--- config.mk ---
export PLATFORM = sky130hd
export DESIGN_NAME = fddma_dev_end_flat
export DESIGN_NICKNAME = d
export VERILOG_FILES = /design/src/common/fddma_pkg.sv /design/src/common/fddma_if.sv /design/src/core/fddma_dev_end.sv /design/src/flat_wrapper.sv
export SDC_FILE = /design/constraint.sdc
export NUM_CORES = 1
export LEC_CHECK = 0
export BUFFER_PORTS_ARGS = -buffer_cell sky130_fd_sc_hd__buf_2
export CORE_UTILIZATION = 56
export DETAILED_ROUTE_END_ITERATION = 10
export GPL_ROUTABILITY_DRIVEN = 0
export PLACE_DENSITY = 0.87
export SLEW_MARGIN = 20
export SYNTH_ARGS = -nofsm -noshare
export SYNTH_HDL_FRONTEND = slang
export SYNTH_SLANG_ARGS = --single-unit
--- constraint.sdc ---
create_clock -name ref_clk -period 3.5 [get_ports ref_clk]
set_clock_uncertainty 0.2 [all_clocks]
set_input_delay 0.35 -clock ref_clk [delete_from_list [all_inputs] [get_ports ref_clk]]
set_output_delay 0.35 -clock ref_clk [all_outputs]
set_load 0.05 [all_outputs]
--- src/common/fddma_pkg.sv ---
// Shared constants for the flash disk DMA request control.
// Assumes one clock domain shared by the device end and the host end.
package fddma_pkg;
    localparam int ADDR_W = 13;
    localparam int DATA_W = 16;
    localparam logic [ADDR_W-1:0] CTRL0_OFS = 13'h1078;
    localparam logic [ADDR_W-1:0] CTRL1_OFS = 13'h107A;
    localparam int SCNT_W = 7;
    localparam int REL_W = 10;
    localparam int POL_BIT = 12;
    localparam int EDGE_BIT = 13;
    localparam int PAUSE_BIT = 14;
    localparam int EN_BIT = 15;
    localparam logic [DATA_W-1:0] CTRL_RST = 16'h0000;
    localparam int CLK_NS = 8;
    localparam int PULSE_NS = 250;
    localparam int PULSE_CYC = (PULSE_NS + CLK_NS - 1) / CLK_NS;
    localparam int CODE_W = 6;
    localparam logic [CODE_W-1:0] IRQ_NONE = 6'h00;
    localparam logic [CODE_W-1:0] IRQ_DMA_DONE = 6'h05;
    localparam int SECTOR_BYTES = 512;
    localparam int BYTES_PER_CYC = 2;
    localparam int WORDS_PER_SECTOR = SECTOR_BYTES / BYTES_PER_CYC;
    // Host controller register map
    localparam int SW_AW = 8;
    localparam logic [SW_AW-1:0] H_CFG = 8'h00;
    localparam logic [SW_AW-1:0] H_CMD = 8'h04;
    localparam logic [SW_AW-1:0] H_STAT = 8'h08;
    localparam logic [SW_AW-1:0] H_MASK = 8'h0C;
    localparam logic [SW_AW-1:0] H_WORDS = 8'h10;
    localparam logic [SW_AW-1:0] H_PEEK = 8'h14;
    localparam int CFG_REL_LSB = 16;
    localparam int CMD_START = 0;
    localparam int CMD_RESUME = 1;
    localparam int ST_DONE = 0;
    localparam int ST_REQ = 1;
    localparam int ST_W = 2;
endpackage

--- src/common/fddma_if.sv ---
// Link between the flash disk DMA request logic and the host DMA controller.
// Both ends run on the same clock; the testbench joins them.
`timescale 1ns/1ps
interface fddma_if;
    import fddma_pkg::*;
    logic [ADDR_W-1:0] reg_addr;
    logic [DATA_W-1:0] reg_wdata;
    logic reg_wr;
    logic reg_rd;
    logic [DATA_W-1:0] reg_rdata;
    logic xfer_cyc;
    logic transfer_request_out;
    logic done_irq;
    logic [CODE_W-1:0] irq_code;
    modport dev(
        input reg_addr, reg_wdata, reg_wr, reg_rd, xfer_cyc,
        output reg_rdata, transfer_request_out, done_irq, irq_code
    );
    modport host(
        output reg_addr, reg_wdata, reg_wr, reg_rd, xfer_cyc,
        input reg_rdata, transfer_request_out, done_irq, irq_code
    );
endinterface

--- src/core/fddma_dev_end.sv ---
// Device end: DMA control registers and the transfer request output.
// Assumes the flash data counter and checksum logic sit beside it on
// the same clock and report the countdown and sector ends to it.
//
// How it works
// sector count holds sectors minus one
// decrement sector count on each checksum read
// count shows remaining sectors after checksum fault
// bit 12 chooses request idle and active level
// edge mode pulses request about 250 ns
// level mode releases request at matching countdown
// checksum fault sets pause and halts transfer
// software fixes data then clears pause bit
// enable bit gates every transfer request
// software programs 10-bit release count
// completion reported as interrupt code five
// after last sector no requests until re-enabled
`timescale 1ns/1ps
module fddma_dev_end import fddma_pkg::*; #(
    parameter int PULSE_CYCLES = PULSE_CYC
) (
    input wire logic ref_clk,
    input wire logic arst_n,
    fddma_if.dev link,
    input wire logic [REL_W-1:0] flash_data_countdown,
    input wire logic checksum_read,
    input wire logic ecc_fault,
    output logic sector_start,
    output logic dma_busy
);
    typedef enum logic [1:0] {S_IDLE, S_REQ, S_XFER} fddma_dst_e;

    generate
        if (PULSE_CYCLES < 1 || PULSE_CYCLES > 255) begin : g_chk
            $error("PULSE_CYCLES out of range");
        end
    endgenerate

    // Address match, shared by the write and read paths
    function automatic logic hit(input logic [ADDR_W-1:0] a,
                                 input logic [ADDR_W-1:0] ofs);
        hit = (a == ofs);
    endfunction

    fddma_dst_e state_r;
    fddma_dst_e state_nxt;
    logic [SCNT_W-1:0] scnt_r;
    logic [REL_W-1:0] rel_r;
    logic en_r;
    logic pause_r;
    logic edge_r;
    logic pol_r;
    logic done_r;
    logic [7:0] pcnt_r;
    logic [DATA_W-1:0] rdata_r;
    logic [CODE_W-1:0] code_r;
    logic start_r;
    logic wr0;
    logic wr1;
    logic sec_end;
    logic last_sec;
    logic rel_hit;
    logic pulse_end;
    logic req_act;

    assign wr0 = link.reg_wr && hit(link.reg_addr, CTRL0_OFS);
    assign wr1 = link.reg_wr && hit(link.reg_addr, CTRL1_OFS);
    // A sector ends when its checksum has been read
    assign sec_end = checksum_read && (state_r != S_IDLE);
    assign last_sec = (scnt_r == '0);
    assign rel_hit = (flash_data_countdown == rel_r);
    assign pulse_end = (pcnt_r == 8'(PULSE_CYCLES - 1));

    // Next state of the request sequencer
    always_comb begin
        state_nxt = state_r;
        unique case (state_r)
            S_IDLE: begin
                if (en_r && !pause_r && !done_r) begin
                    state_nxt = S_REQ;
                end
            end
            S_REQ: begin
                if (!en_r) begin
                    state_nxt = S_IDLE;
                end else if (sec_end) begin
                    state_nxt = S_IDLE;
                end else if (!pause_r && edge_r && pulse_end) begin
                    state_nxt = S_XFER;
                end else if (!pause_r && !edge_r && rel_hit) begin
                    state_nxt = S_XFER;
                end
            end
            S_XFER: begin
                if (!en_r || sec_end) begin
                    state_nxt = S_IDLE;
                end
            end
        endcase
    end

    always_ff @(posedge ref_clk or negedge arst_n) begin
        if (!arst_n) begin
            state_r <= S_IDLE;
        end else begin
            state_r <= state_nxt;
        end
    end

    // Pulse width counter; frozen while paused
    always_ff @(posedge ref_clk or negedge arst_n) begin
        if (!arst_n) begin
            pcnt_r <= 8'h00;
        end else if (state_r != S_REQ) begin
            pcnt_r <= 8'h00;
        end else if (!pause_r && !pulse_end) begin
            pcnt_r <= pcnt_r + 8'h01;
        end
    end

    // Sector count: software load wins over the hardware decrement,
    // so a reprogram never lands one short
    always_ff @(posedge ref_clk or negedge arst_n) begin
        if (!arst_n) begin
            scnt_r <= CTRL_RST[SCNT_W-1:0];
        end else if (wr0) begin
            scnt_r <= link.reg_wdata[SCNT_W-1:0];
        end else if (sec_end && !last_sec) begin
            scnt_r <= scnt_r - 7'h01;
        end
    end

    // Mode bits and release count
    always_ff @(posedge ref_clk or negedge arst_n) begin
        if (!arst_n) begin
            edge_r <= CTRL_RST[EDGE_BIT];
            pol_r <= CTRL_RST[POL_BIT];
            rel_r <= CTRL_RST[REL_W-1:0];
        end else begin
            if (wr0) begin
                edge_r <= link.reg_wdata[EDGE_BIT];
                pol_r <= link.reg_wdata[POL_BIT];
            end
            if (wr1) begin
                rel_r <= link.reg_wdata[REL_W-1:0];
            end
        end
    end

    // Enable: cleared by hardware after the last sector
    always_ff @(posedge ref_clk or negedge arst_n) begin
        if (!arst_n) begin
            en_r <= CTRL_RST[EN_BIT];
        end else if (wr0) begin
            en_r <= link.reg_wdata[EN_BIT];
        end else if (sec_end && last_sec) begin
            en_r <= 1'b0;
        end
    end

    // Pause: set by a fault, cleared by writing zero; the set wins
    always_ff @(posedge ref_clk or negedge arst_n) begin
        if (!arst_n) begin
            pause_r <= CTRL_RST[PAUSE_BIT];
        end else if (ecc_fault && state_r != S_IDLE) begin
            pause_r <= 1'b1;
        end else if (wr0 && !link.reg_wdata[PAUSE_BIT]) begin
            pause_r <= 1'b0;
        end
    end

    // Completion flag; a fresh enable clears it, the set wins
    always_ff @(posedge ref_clk or negedge arst_n) begin
        if (!arst_n) begin
            done_r <= 1'b0;
        end else if (sec_end && last_sec) begin
            done_r <= 1'b1;
        end else if (wr0 && link.reg_wdata[EN_BIT]) begin
            done_r <= 1'b0;
        end
    end

    // Interrupt code follows the completion flag
    always_ff @(posedge ref_clk or negedge arst_n) begin
        if (!arst_n) begin
            code_r <= IRQ_NONE;
        end else if (sec_end && last_sec) begin
            code_r <= IRQ_DMA_DONE;
        end else if (wr0 && link.reg_wdata[EN_BIT]) begin
            code_r <= IRQ_NONE;
        end
    end

    // One-cycle mark to the flash data counter at each sector start
    always_ff @(posedge ref_clk or negedge arst_n) begin
        if (!arst_n) begin
            start_r <= 1'b0;
        end else begin
            start_r <= (state_r == S_IDLE) && (state_nxt == S_REQ);
        end
    end

    // Register read, data in the following cycle; unmapped reads zero
    always_ff @(posedge ref_clk or negedge arst_n) begin
        if (!arst_n) begin
            rdata_r <= 16'h0000;
        end else if (link.reg_rd && hit(link.reg_addr, CTRL0_OFS)) begin
            rdata_r <= {en_r, pause_r, edge_r, pol_r, 5'h00, scnt_r};
        end else if (link.reg_rd && hit(link.reg_addr, CTRL1_OFS)) begin
            rdata_r <= {6'h00, rel_r};
        end else begin
            rdata_r <= 16'h0000;
        end
    end

    // Level mode drops the request in the very cycle the countdown
    // matches, hence the combinational term on the countdown input
    assign req_act = (state_r == S_REQ) && en_r && !pause_r
                     && (edge_r || !rel_hit);
    assign link.transfer_request_out = pol_r ? req_act : !req_act;
    assign link.reg_rdata = rdata_r;
    assign link.done_irq = done_r;
    assign link.irq_code = code_r;
    assign sector_start = start_r;
    assign dma_busy = (state_r != S_IDLE);
endmodule

--- src/flat_wrapper.sv ---
// flat-port wrapper written by rule: the top's interface ports become plain ports
module fddma_dev_end_flat import fddma_pkg::*;
#(
    parameter int PULSE_CYCLES = PULSE_CYC
)
  (ref_clk, arst_n, flash_data_countdown, checksum_read, ecc_fault, sector_start, dma_busy, link_reg_addr, link_reg_wdata, link_reg_wr, link_reg_rd, link_xfer_cyc, link_reg_rdata, link_transfer_request_out, link_done_irq, link_irq_code);
  fddma_if link_i ();
  input wire logic ref_clk;
  input wire logic arst_n;
  input wire logic [REL_W-1:0] flash_data_countdown;
  input wire logic checksum_read;
  input wire logic ecc_fault;
  output logic sector_start;
  output logic dma_busy;
  input wire logic [$bits(link_i.reg_addr)-1:0] link_reg_addr;
  input wire logic [$bits(link_i.reg_wdata)-1:0] link_reg_wdata;
  input wire logic [$bits(link_i.reg_wr)-1:0] link_reg_wr;
  input wire logic [$bits(link_i.reg_rd)-1:0] link_reg_rd;
  input wire logic [$bits(link_i.xfer_cyc)-1:0] link_xfer_cyc;
  output wire logic [$bits(link_i.reg_rdata)-1:0] link_reg_rdata;
  output wire logic [$bits(link_i.transfer_request_out)-1:0] link_transfer_request_out;
  output wire logic [$bits(link_i.done_irq)-1:0] link_done_irq;
  output wire logic [$bits(link_i.irq_code)-1:0] link_irq_code;
  assign link_i.reg_addr = link_reg_addr;
  assign link_i.reg_wdata = link_reg_wdata;
  assign link_i.reg_wr = link_reg_wr;
  assign link_i.reg_rd = link_reg_rd;
  assign link_i.xfer_cyc = link_xfer_cyc;
  assign link_reg_rdata = link_i.reg_rdata;
  assign link_transfer_request_out = link_i.transfer_request_out;
  assign link_done_irq = link_i.done_irq;
  assign link_irq_code = link_i.irq_code;
  fddma_dev_end #(.PULSE_CYCLES(PULSE_CYCLES)) u_core (.ref_clk(ref_clk), .arst_n(arst_n), .link(link_i), .flash_data_countdown(flash_data_countdown), .checksum_read(checksum_read), .ecc_fault(ecc_fault), .sector_start(sector_start), .dma_busy(dma_busy));
endmodule
==> flow_metrics.tcl <==
set metrics [dict create \
    grt_max_degree 48 \
    fin_nets 342 \
    grt_pass1_wl_um 7652 \
    status "finished, final reports clean" \
    crit_type "reg -> out" \
    yosysMostFrequentCell "dfrtp_1" \
    floorplan.initialDensity_pct 60.30 \
    wl_per_cell_um 14.45 \
    final_area_um2 2937 \
    cap_violations 0 \
    layout_min_cycle_time_ns 2.702 \
    cts_sinks 47 \
    rsz0062_at_grt "no" \
    diodes 0 \
    setup.worst_path.end_class "output port" \
    die_w_um 68.80 \
    clkTransAtPathRegs_ns 0.08 \
    synthTopCellsByCount "dfrtp_1 (47), xor2_1 (17), mux2_2 (15)" \
    cts_max_level 2 \
    synthFlopType "dfrtp_1" \
    hold_buffers 0 \
    relSlewSlack_pct 55.77 \
    slew_viol_final 0 \
    synth.largest_area_cell "dfrtp_1" \
    drtIter0Drc 179 \
    rrSetupSlack_ns 1.15 \
    vias 1886 \
    period_share_pct 77.21 \
    cts-root-buf "clkbuf_8" \
    drt-total-wl_um 4928 \
    port_buffers 62 \
    yosys_warnings 0 \
    netlist_area_um2 2499 \
    setup_tns_ns 0 \
    antenna_found_initial 0 \
    tightest_slew_ns 0.6574 \
    viasPerCell 5.531 \
    vdd_ir_drop_max_mv 0.3609 \
    drt_pre_antenna_iters 4 \
    fp-row-count 23 \
    drive_gt1_share_pct 31.62 \
    ant_nets 0 \
    drc 0 \
    min_from "link_reg_wdata[12]" \
    async_reset_ff_share_pct 100.0 \
    p_leak_nw 1.554 \
    whs_endpoint "u_core.pol_r$_DFFE_PN0P_" \
    cts_tree "done" \
    synth.distinct_cells 45 \
    design.die.area_um2 4733 \
    grt_pass1_vias 1742 \
    ys_ff_latch 47 \
    die_y_um 68.80 \
    hold_depth 2 \
    power-per-cell-area_nw_per_um2 497.2 \
    area.growth.synth_to_final_pct 17.53 \
    multiInputGateArea_um2 1209 \
    synth_top_area_share_pct 47.07 \
    start_kind "flop" \
    synthCells 228 \
    overflow 0 \
    finalHoldViolCount 0 \
    synth_area_leaders "dfrtp_1 (47%), mux2_2 (6.8%), xor2_1 (6.0%), mux2i_1 (4.0%), and2_1 (3.0%)" \
    arrival_ns 2.15 \
    finalSetupViolCount 0 \
    postCtsSetupBuffers 0 \
    post_cts_resized 0 \
    worstReg2RegStart "u_core.state_r[0]$_DFF_PN0_" \
    place_area_um2 2806 \
    insertion_delay_ns 0.30 \
    avgSynthCellArea_um2 10.96 \
    r2r-end "u_core.scnt_r[4]$_DFFE_PN0P_" \
    dp_hpwl_um 3622 \
    required_ns 2.95 \
    seq_area_um2 1176 \
    ios 72 \
    fillCellCount 332 \
    max_freq_mhz 370.1 \
    synth_edf_count 0 \
    hold_class "in -> reg" \
    tritoncts.num_buffers 5 \
    clockBufferDepth 2 \
    cp_max_fo 3 \
    yosysSeqAreaShare_pct 47.07 \
    grtUsageTotal_pct 22.78 \
    reg2reg_depth 6 \
    core_um2 4144 \
]
==> cells in the final DEF, fill, tap and decap left out, types with 7 or more instances in the layout <==
cell type  netlist  final
nor2_1          13     13
buf_2            1     61
xor2_1          17     17
o21ai_0          7      7
dfrtp_1         47     47
and2_1          12     12
mux2_2          15     15
mux2i_1         10     10
inv_1           13     13
==> worst max-delay path, cell delays in order (launching register included) <==
cell     delay, ns
dfrtp_1       0.41
xor2_1        0.17
nor4_1        0.60
a31oi_1       0.22
xnor2_1       0.17
buf_2         0.28
==> cells by family (layout without fill, tap and decap cells) <==
group | Yosys count | after routing | share of synthesized area, %
buf+inv | 26 | 84 | 5.308
flops | 47 | 47 | 47.07
simple gates | 70 | 70 | 17.08
other cells | 1 | 6 | 0.1501
compound gates | 31 | 31 | 8.713
fa+ha+maj | 6 | 6 | 3.004
xor+xnor | 20 | 20 | 7.011
mux | 27 | 27 | 11.67
==> state kept, by name, indices dropped and copies added, names as in the netlist <==
| name | cells |
|---|---|
| u_core.edge_r | 1 |
| u_core.en_r | 1 |
| u_core.link.irq_code | 1 |
| u_core.link.reg_rdata | 14 |
| u_core.pause_r | 1 |
| u_core.pcnt_r | 8 |
| u_core.pol_r | 1 |
| u_core.rel_r | 10 |
| u_core.scnt_r | 7 |
| u_core.sector_start | 1 |
| u_core.state_r | 2 |
==> metal layers <==
| layer | track usage, % | vias to the layer above | wire [um] |
|---|---|---|---|
| met4 | 6.633 | 0 | 53 |
| met3 | 6.086 | 7 | 301 |
| li1 | - | 919 | - |
| met2 | 40.44 | 66 | 2486 |
| met1 | 26.91 | 894 | 2087 |
| met5 | 0 | - | 0 |
==> worst max path at each step <==
stage	slack, ns	start	endpoint	depth (start not counted)
floorplan	1.06	u_core.rel_r[0]$_DFFE_PN0P_	link_transfer_request_out	4
global placement	1.18	flash_data_countdown[7]	link_transfer_request_out	6
detailed placement	1.11	flash_data_countdown[0]	link_transfer_request_out	6
CTS	0.81	u_core.rel_r[0]$_DFFE_PN0P_	link_transfer_request_out	5
global route	0.66	u_core.rel_r[0]$_DFFE_PN0P_	link_transfer_request_out	5
finish	0.80	u_core.rel_r[0]$_DFFE_PN0P_	link_transfer_request_out	5
==> metrics by stage <==
| step | utilization (%) | hold slack, ns | total power [mW] | setup WS (ns) | std cells |
|---|---|---|---|---|---|
| final | 70.86 | 0.07533 | 1.460 | 0.7977 | 341 |
| after global placement | 67.72 | 0.3069 | 1.039 | 1.180 | 332 |
| after global routing | 70.86 | 0.06486 | 1.534 | 0.6599 | 341 |
| after floorplan | - | -0.1456 | 0.9657 | 1.056 | 233 |
| after detailed placement | 67.72 | 0.3145 | 1.050 | 1.108 | 332 |
| after CTS | 70.56 | 0.05053 | 1.467 | 0.8126 | 340 |
==> report_power, final <==
part           internal [mW]  switching (mW)  total (mW)
Sequential             0.597          0.0747       0.671
Combinational          0.140           0.237       0.377
Clock                  0.231           0.181       0.412
Total                  0.967           0.493        1.46
==> cell type report <==
| type | instances | share of cell area [%] |
|---|---|---|
| Multi-Input combinational cell | 160 | 41.16 |
| Sequential cell | 47 | 40.05 |
| Timing Repair Buffer | 63 | 10.99 |
| Clock buffer | 6 | 2.812 |
| Tap cell | 50 | 2.130 |
| Inverter | 13 | 1.662 |
| Clock inverter | 2 | 1.193 |
No activity file was read; power rests on OpenSTA's default activity.
